File: src/sram_host_pkg.sv
// Constants and types shared by the static memory host controller
// Notes on behaviour
// - Write while select and strobe low
// - Read: strobe high, select, gate low
// - Write spans both low, ends first rise
// - Address valid before select falls
// - No new read before cycle period
// - Deselect before retention, wait after restore
package sram_host_pkg;
    localparam int ADDR_W = 15;
    localparam int DATA_W = 8;
    localparam int WORDS = 32768;
    localparam int CLOCK_NS = 40;
    // Chosen speed grade; period of read and write cycle
    localparam int READ_CYCLE_PERIOD_NS = 25;
    localparam int READ_CYCLE_CYCLES =
        (READ_CYCLE_PERIOD_NS + CLOCK_NS - 1) / CLOCK_NS;
    localparam int DESELECT_TO_RETENTION_DELAY_NS = 0;
    localparam int DESELECT_TO_RETENTION_CYCLES = 1;
    localparam int RECOVERY_TIME_NS = READ_CYCLE_PERIOD_NS;
    localparam int RECOVERY_CYCLES = (RECOVERY_TIME_NS + CLOCK_NS - 1) / CLOCK_NS;
    localparam int CNT_W = 4;
    typedef enum logic [2:0] {
        ST_IDLE,
        ST_SETUP,
        ST_READ,
        ST_WRITE,
        ST_RELEASE,
        ST_RETAIN,
        ST_RECOVER
    } host_state_t;
endpackage

File: src/cycle_timer.sv
// Down counter that measures the spacing of memory cycles
`timescale 1ns/100ps
module cycle_timer #(
    parameter int WIDTH = 4
) (
    input wire logic clock,
    input wire logic rst_b,
    input wire logic load,
    input wire logic [WIDTH-1:0] count,
    output logic done
);
    logic [WIDTH-1:0] remain;

    always_ff @(posedge clock or negedge rst_b) begin
        if (!rst_b) begin
            remain <= '0;
        end else if (load) begin
            remain <= count;
        end else if (remain != '0) begin
            remain <= remain - 1'b1;
        end
    end

    assign done = (remain == '0) && !load;
endmodule

File: src/sram_host.sv
// Host controller that drives an asynchronous 32K by 8 static memory
`timescale 1ns/100ps
module sram_host #(
    parameter int READ_CYCLES = sram_host_pkg::READ_CYCLE_CYCLES,
    parameter int RECOVER_CYCLES = sram_host_pkg::RECOVERY_CYCLES
) (
    input wire logic clock,
    input wire logic rst_b,
    input wire logic req_valid,
    input wire logic req_write,
    input wire logic [sram_host_pkg::ADDR_W-1:0] req_addr,
    input wire logic [sram_host_pkg::DATA_W-1:0] req_wdata,
    output logic req_ready,
    output logic rsp_valid,
    output logic [sram_host_pkg::DATA_W-1:0] rsp_rdata,
    input wire logic retain_req,
    output logic retain_active,
    output logic [sram_host_pkg::ADDR_W-1:0] mem_addr,
    output logic chip_select_n,
    output logic output_gate_n,
    output logic write_strobe_n,
    input wire logic [sram_host_pkg::DATA_W-1:0] mem_data_in,
    output logic [sram_host_pkg::DATA_W-1:0] mem_data_out,
    output logic mem_data_oe
);
    localparam logic [sram_host_pkg::CNT_W-1:0] READ_CNT = READ_CYCLES[sram_host_pkg::CNT_W-1:0];
    localparam logic [sram_host_pkg::CNT_W-1:0] REC_CNT =
        RECOVER_CYCLES[sram_host_pkg::CNT_W-1:0];

    sram_host_pkg::host_state_t state;
    logic timer_load;
    logic timer_done;
    logic [sram_host_pkg::CNT_W-1:0] timer_count;
    logic req_w;

    cycle_timer #(
        .WIDTH(sram_host_pkg::CNT_W)
    ) u_timer (
        .clock(clock),
        .rst_b(rst_b),
        .load(timer_load),
        .count(timer_count),
        .done(timer_done)
    );

    // Timer starts whenever the strobes are entered or power returns
    always_comb begin
        timer_load = 1'b0;
        timer_count = READ_CNT;
        case (state)
            sram_host_pkg::ST_SETUP: begin
                timer_load = 1'b1;
            end
            sram_host_pkg::ST_RETAIN: begin
                timer_load = !retain_req;
                timer_count = REC_CNT;
            end
            default: begin
                timer_load = 1'b0;
            end
        endcase
    end

    assign req_ready = (state == sram_host_pkg::ST_IDLE) && !retain_req;

    always_ff @(posedge clock or negedge rst_b) begin
        if (!rst_b) begin
            state <= sram_host_pkg::ST_IDLE;
        end else begin
            case (state)
                sram_host_pkg::ST_IDLE: begin
                    if (retain_req) begin
                        state <= sram_host_pkg::ST_RETAIN;
                    end else if (req_valid) begin
                        state <= sram_host_pkg::ST_SETUP;
                    end
                end
                sram_host_pkg::ST_SETUP: begin
                    state <= req_w ? sram_host_pkg::ST_WRITE : sram_host_pkg::ST_READ;
                end
                sram_host_pkg::ST_READ: begin
                    if (timer_done) begin
                        state <= sram_host_pkg::ST_RELEASE;
                    end
                end
                sram_host_pkg::ST_WRITE: begin
                    if (timer_done) begin
                        state <= sram_host_pkg::ST_RELEASE;
                    end
                end
                sram_host_pkg::ST_RELEASE: begin
                    state <= sram_host_pkg::ST_IDLE;
                end
                sram_host_pkg::ST_RETAIN: begin
                    if (!retain_req) begin
                        state <= sram_host_pkg::ST_RECOVER;
                    end
                end
                sram_host_pkg::ST_RECOVER: begin
                    if (timer_done) begin
                        state <= sram_host_pkg::ST_IDLE;
                    end
                end
                default: begin
                    state <= sram_host_pkg::ST_IDLE;
                end
            endcase
        end
    end

    // Request captured while address settles ahead of select
    always_ff @(posedge clock or negedge rst_b) begin
        if (!rst_b) begin
            mem_addr <= '0;
            mem_data_out <= '0;
            req_w <= 1'b0;
        end else if (req_valid && req_ready) begin
            mem_addr <= req_addr;
            mem_data_out <= req_wdata;
            req_w <= req_write;
        end
    end

    // Strobes registered; write ends by strobe and select rising together
    always_ff @(posedge clock or negedge rst_b) begin
        if (!rst_b) begin
            chip_select_n <= 1'b1;
            output_gate_n <= 1'b1;
            write_strobe_n <= 1'b1;
            mem_data_oe <= 1'b0;
        end else begin
            chip_select_n <= !((state == sram_host_pkg::ST_SETUP) ||
                ((state == sram_host_pkg::ST_READ || state == sram_host_pkg::ST_WRITE)
                && !timer_done));
            output_gate_n <= !((state == sram_host_pkg::ST_SETUP && !req_w) ||
                (state == sram_host_pkg::ST_READ && !timer_done));
            write_strobe_n <= !((state == sram_host_pkg::ST_SETUP && req_w) ||
                (state == sram_host_pkg::ST_WRITE && !timer_done));
            mem_data_oe <= (state == sram_host_pkg::ST_SETUP && req_w) ||
                (state == sram_host_pkg::ST_WRITE);
        end
    end

    always_ff @(posedge clock or negedge rst_b) begin
        if (!rst_b) begin
            rsp_valid <= 1'b0;
            rsp_rdata <= '0;
        end else begin
            rsp_valid <= (state == sram_host_pkg::ST_READ || state == sram_host_pkg::ST_WRITE)
                && timer_done;
            if (state == sram_host_pkg::ST_READ && timer_done) begin
                rsp_rdata <= mem_data_in;
            end
        end
    end

    always_ff @(posedge clock or negedge rst_b) begin
        if (!rst_b) begin
            retain_active <= 1'b0;
        end else begin
            retain_active <= (state == sram_host_pkg::ST_RETAIN) && retain_req;
        end
    end
endmodule

File: config.mk
export PLATFORM = sky130hd
export DESIGN_NAME = sram_host
export DESIGN_NICKNAME = d
export VERILOG_FILES = /design/src/sram_host_pkg.sv /design/src/cycle_timer.sv /design/src/sram_host.sv
export SDC_FILE = /design/constraint.sdc
export NUM_CORES = 1
export LEC_CHECK = 0
export ABC_AREA = 0
export BUFFER_PORTS_ARGS = -buffer_cell sky130_fd_sc_hd__clkbuf_2
export CORE_ASPECT_RATIO = 1.4
export CORE_MARGIN = 1
export CORE_UTILIZATION = 45
export CTS_BUF_LIST = sky130_fd_sc_hd__clkbuf_8
export DETAILED_ROUTE_END_ITERATION = 7
export PLACE_DENSITY = 0.88
export SLEW_MARGIN = 15
export SYNTH_ARGS = -nofsm -noshare
export SYNTH_HDL_FRONTEND = slang
export SYNTH_SLANG_ARGS = --single-unit
File: constraint.sdc
create_clock -name clock -period 1.65 [get_ports clock]
set_input_delay 0.33 -clock clock [delete_from_list [all_inputs] [get_ports clock]]
set_output_delay 0.33 -clock clock [all_outputs]
set_load 0.03 [all_outputs]
# Word-level counts from Yosys, hierarchy flattened
# Cells that the tools add are included.
# word_totals
word_cells	61
input_bits	36
output_inout_bits	38
ff_bits	45
# classes
n_eq_ne	9
n_reduce_logical	29
addsub	1
muxes	10
# op_table
operator	n
$mux 3	5
$pmux 3 s5	1
$logic_and 1x1->1	11
$mux 4	2
$logic_not 1->1	7
$eq 3x2->1 const B	2
$eq 3x3->1 const B	2
$logic_or 1x1->1	5
$logic_not 4->1	1
$ne 2x2->1 const B	2
$reduce_and 4->1	1
$reduce_bool 4->1	1
$sub 4x1->4 const B	1
$eq 3x1->1 const B	1
$logic_not 3->1	1
$ne 3x3->1 const B	1
$ne 2x1->1 const B	1
$pmux 1 s2	1
$reduce_bool 2->1	1
$reduce_or 2->1	1
$mux 1	1

# Logic depth before layout (Yosys ltp)
# depth
ltp_word	8
depth_mapped	6
mapped_depth_nobuf	5

# Modules after synthesis
# Synthesis repeated with hierarchy kept, for this count alone.
# unflattened
hier_cells	132
hier_area_um2	1871.8
# modules_own_cells
module	instances	area_each_um2	cells_each	seq_area_each_um2
sram_host	1	1612.8	107	1029.7
cycle_timer	1	259.0	25	100.1

# Worst setup path before layout
# OpenSTA, ideal clock, no wires.
# synth_timing
path_kind	reg-to-reg
from	register state[1]
to	register mem_addr[0] (netlist name)
required_ns	1.525
n_path_buf	1
path_slack_ns	-0.076
stages_incl_launch_ff	5
t_arrival_ns	1.600
setup_time_ns	0.125
period_less_slack_ns	1.726
cell_sequence	dfrtp_1 nor4_4 nand2_2 buf_6 mux2_4
# synth_via
elab_chain_cells	3
# synth_rtl
item	line_no	text
start, declared	sram_host.sv:30	sram_host_pkg::host_state_t state;
start signal, assigned	sram_host.sv:68	state <= sram_host_pkg::ST_IDLE;
start signal, assigned	sram_host.sv:73	state <= sram_host_pkg::ST_RETAIN;
start signal, assigned	sram_host.sv:75	state <= sram_host_pkg::ST_SETUP;
$logic_not 3->1	sram_host.sv:64	assign req_ready = (state == sram_host_pkg::ST_IDLE) && !retain_req;
$logic_and 1x1->1	sram_host.sv:64	
via req_ready	sram_host.sv:13	output logic req_ready,
$logic_and 1x1->1	sram_host.sv:117	end else if (req_valid && req_ready) begin
end signal, assigned	sram_host.sv:118	mem_addr <= req_addr;
end, declared	sram_host.sv:18	output logic [sram_host_pkg::ADDR_W-1:0] mem_addr,
# The timed path passes the listed nets, and every way through them passes these cells.
# A chain may end at the register's enable or synchronous reset.

# Final worst setup path
# layout_timing
from	register state[2]
to	output port req_ready
# layout_via
elab_chain_cells	2
# layout_rtl
item	line_no
$logic_not 3->1	sram_host.sv:64
$logic_and 1x1->1	sram_host.sv:64
end, declared	sram_host.sv:13
# No other way between the ends.

==> impl.org <==
** Run status
- The run finished, with violations left.
- Violations in the final reports :: design-rule violations

** GRT
- Number of global-route vias before repair :: 1311
- For this run the aggregate overflow at the end of global routing stands at 0.
- Global routing used 17.4% of the available tracks across all layers.
- First-pass GRT wire length :: 6010 um
- Entering global routing, the biggest net connects 27 pins.
- Antenna violations before repair :: 0

** Synthesis
- The average instance in the mapped netlist occupies roughly 15 sq um.
- Area fraction of the dominant cell type after synthesis :: 54.9%
- Net Count, Synth :: 167
- After synthesis the netlist holds a flip-flop and latch count of 45.
- Summing the sequential cell areas from Yosys gives 59.0% of the chip area.
- By area the synthesized netlist is led by sky130_fd_sc_hd__dfrtp_1, sky130_fd_sc_hd__mux2_4, sky130_fd_sc_hd__mux2_2, sky130_fd_sc_hd__dfstp_2, sky130_fd_sc_hd__nand2_1.
- Async SR Flop Fraction :: 100%
- Synthesis produced 129 cells.
- The cell area that synthesis handed to floorplanning was 0.00191 sq mm.
- Among all flip-flop cells after synthesis, the most frequent one is sky130_fd_sc_hd__dfrtp_1.
- After synthesis, the largest family of logic cells by area is multiplexers.
- After Yosys synthesis, and, or, nand and nor cells account for 8.63% of the synthesized area.
- Post-synthesis compound-gate area fraction :: 4.51%
- Most common cell in the netlist :: sky130_fd_sc_hd__dfrtp_1
- Of the total synthesized cell area, the portion taken by full adders, half adders and majority gates is 1.31%.
- The commonest cells after synthesis are sky130_fd_sc_hd__dfrtp_1, sky130_fd_sc_hd__mux2_4, sky130_fd_sc_hd__mux2_2, sky130_fd_sc_hd__nand2_1, sky130_fd_sc_hd__nor2_1.
- Post-synthesis cell type with the largest combined area :: sky130_fd_sc_hd__dfrtp_1
- Multiplexer cells account for ~23% of the synthesized area.
- Yosys printed 0 warnings.
- The synthesized netlist devotes 0.915% of its cell area to XOR and XNOR gates.
- Number of distinct library cells after synthesis :: 31
- In this run, synthesis inferred 0 flip-flops with an integrated enable.

** Worst setup path
- In this run the worst path has a maximum fanout of 2.
- On the worst path, the slowest cell contributes a delay of 440 ps.
- Traced cell by cell, the critical path runs through nor4_4, clkbuf_8.
- The critical path ends at req_ready.
- STA classifies the critical path endpoint as a primary output.
- Buffering stage count on the worst path with inverters included :: 1
- In this run the critical register-to-register path is captured at rsp_rdata[5]$_DFFE_PN0P_.
- CP delay by family, top :: flip-flops
- STA classifies the critical path startpoint as a flop.
- Source of the worst register-to-register timing path :: u_timer.remain[0]$_DFFE_PN0P_
- Launching element of the worst setup path :: state[2]$_DFFE_PN0P_
- Logic depth of the worst setup path including buffers :: 2
- Setup slack, reg-to-reg :: 130 ps
- Critical path type :: reg -> out
- Data on the critical path is required at its endpoint by between 1000 and 1500 ps.
- R2R cell count :: 5
- STA puts the critical path data arrival time at 1260 ps.
- The largest individual stage delay along the critical path comes from the cell sky130_fd_sc_hd__dfrtp_2.

** Route
- The first routing iteration left 39 violations.
- Using the TritonRoute via totals, the vias-per-cell ratio works out to 5.18.
- Post-route antenna net violation count :: 0
- In the final routed layout, each cell accounts on average for between 10 and 15 um.
- Drc violations :: 7
- The first TritonRoute pass finished after 6 iterations.
- The final route contains 1327 vias.
- Wires add up to 3800 um.

** Timing
- Unrepaired setup endpoints after global routing :: no
- Setup total negative slack :: 0 ps
- The max-slew violation count came to 0.
- Transition at the pin with the smallest max-transition slack :: 501 ps
- For this run, the top clock speed supported by timing is between 600 and 700 MHz.
- Setup clock skew after layout :: 11.4 ps
- Total count of hold-check failures in the final report :: 0
- Setup violations remaining at the end of the flow were counted as 0.
- In the post-route analysis, the smallest setup slack over all paths is 61.4 ps.
- After layout, the minimum clock period comes to 1590 ps.
- Remaining max-slew budget at the tightest pin :: 66.6%
- Fraction of the cycle the final worst path needs :: 96.3%

** Pwr
- Max IR drop VDD :: 0.992 mV
- P_leak :: 1.34 nW
- Power density cells :: 2230 mW/mm^2

** Final layout
- Area growth from synthesis to layout :: 31.8%
- Cells fill 62.8% of the core in the end.
- 0 antenna diodes ended up in the layout.
- In the final layout, the share of cells above drive strength 1 is between 60% and 70%.
- The net count of the finished layout is 250.

** Clock tree
- CTS Root Cell :: sky130_fd_sc_hd__clkbuf_8
- The tree built by TritonCTS fans out to 45 sinks.
- Counting the buffers created by CTS gives 5.
- Clock Pin Slew Worst Setup and Hold Paths :: 90 ps
- Worst-Skew Late Latency :: 290 ps
- The clock passes through at most 2 buffers.
- CTS built an H-tree with a depth of 2.
- CTS tree :: done

** Floorplan
- Standard cell core area :: a little over 0.004 sq mm
- The floorplan step defined a die boundary enclosing 0.00452 sq mm.
- The floorplan step set the die width to 57.1 um.
- The initialized floorplan defines 27 standard-cell rows.
- For this configuration, the core starts out at a cell density of 47.6%.
- The die is 79.2 um tall.
- Top-level I/O count :: between 70 and 80

** Flow run
- Number of maximum-capacitance violations :: 0

** Hold path
- In this run the worst hold path is classified as in -> reg.

** Placed design
- Routability Congestion :: 0.833
- DP Worst Slack :: 81.4 ps
- Count of input and output buffers :: 73
- Summed over all nets, the half-perimeter wirelength after detailed placement is 2890 um.
[worst min path at each step]
| stage | startpoint | end | slack [ps] | depth (start not counted) |
|---|---|---|---|---|
| after floorplan | rst_b | mem_addr[0]$_DFFE_PN0P_ | 30 | 0 |
| after global placement | rst_b | u_timer.remain[2]$_DFFE_PN0P_ | 310 | 1 |
| after detailed placement | rst_b | u_timer.remain[2]$_DFFE_PN0P_ | 310 | 1 |
| after CTS | req_write | req_w$_DFFE_PN0P_ | 250 | 2 |
| after global routing | req_write | req_w$_DFFE_PN0P_ | 250 | 2 |
| final | req_write | req_w$_DFFE_PN0P_ | 260 | 2 |
[registers in the layout (all words and copies together) (netlist names), 3 cells and up]
name and count:
u_timer.remain 4, mem_addr 15, rsp_rdata 8, mem_data_out 8, state 3
[timing repair]
action,CTS,global route
gates cloned,0,0
setup buffers,1,0
hold buffers,1,0
hold endpoints to repair,5,0
endpoints found under the setup margin,1,9
resized for setup,3,3
pin swaps,0,0
[power breakdown]
| part | internal [W] | switching, W | total [W] |
|---|---|---|---|
| clock | 0.000449 | 0.000364 | 0.000813 |
| combinational | 0.00119 | 0.00160 | 0.00279 |
| sequential | 0.00166 | 0.000367 | 0.00202 |
[final cells by class]
type | count | area [sq um]
clock buffers | 5 | 68.8
clock inverters | 3 | 42.5
fillers | 323 | 1500
inverters | 3 | 11.3
multi-input cells | 75 | 747
flip-flops and latches | 45 | 1130
well taps | 43 | 53.8
repair buffers | 82 | 469
[layout by cell type, fill, tap and decap left out, drive strengths merged, types with 2 or more instances in the layout]
master | synthesis | layout
mux2 | 32 | 32
or3b | 2 | 2
nand2b | 2 | 2
xnor2 | 2 | 2
inv | 3 | 4
clkbuf | 1 | 78
nor3 | 3 | 3
dfstp | 3 | 3
nor2 | 6 | 6
a21oi | 4 | 4
ha | 2 | 2
nand2 | 9 | 9
buf | 5 | 8
dfrtp | 42 | 42
[through the flow]
step / total power (W) / hold WS (ps) / cells / area (sq um)
6_report: 0.00563 / 262 / 256 / 2520
5_1_grt: 0.00592 / 254 / 256 / 2520
4_1_cts: 0.00563 / 255 / 256 / 2510
3_5_place_dp: 0.00476 / 313 / 246 / 2370
3_3_place_gp: 0.00466 / 314 / 246 / 2370
2_1_floorplan: 0.00398 / 34.4 / 129 / 1910
[worst register-to-register path, delay by kind of cell, from the launching register on]
family	cells	cell delay [ps]
adders and majority gates	1	170
buffers and inverters	1	110
DFF	1	400
muxes	1	310
and+or+nand+nor	2	410
[cells by family after synthesis]
family                   after synthesis
flip-flops                            45
multiplexers                          32
AND/OR/NAND/NOR                       27
AO/OA/AOI/OAI                         12
buffers and inverters                  9
XOR/XNOR                               2
adder cells (fa/ha/maj)                2
[layer usage]
metal | vias up | share of wire (%) | wire length (um) | track usage [%]
li1 | 611 | - | - | -
met1 | 668 | 39 | 1490 | 21.1
met2 | 41 | 55 | 2080 | 30.1
met3 | 7 | 4.5 | 172 | 3.91
met4 | 0 | 1.6 | 59 | 5.85
met5 | - | 0 | 0 | 0
Power figures use the tool's default switching activity.
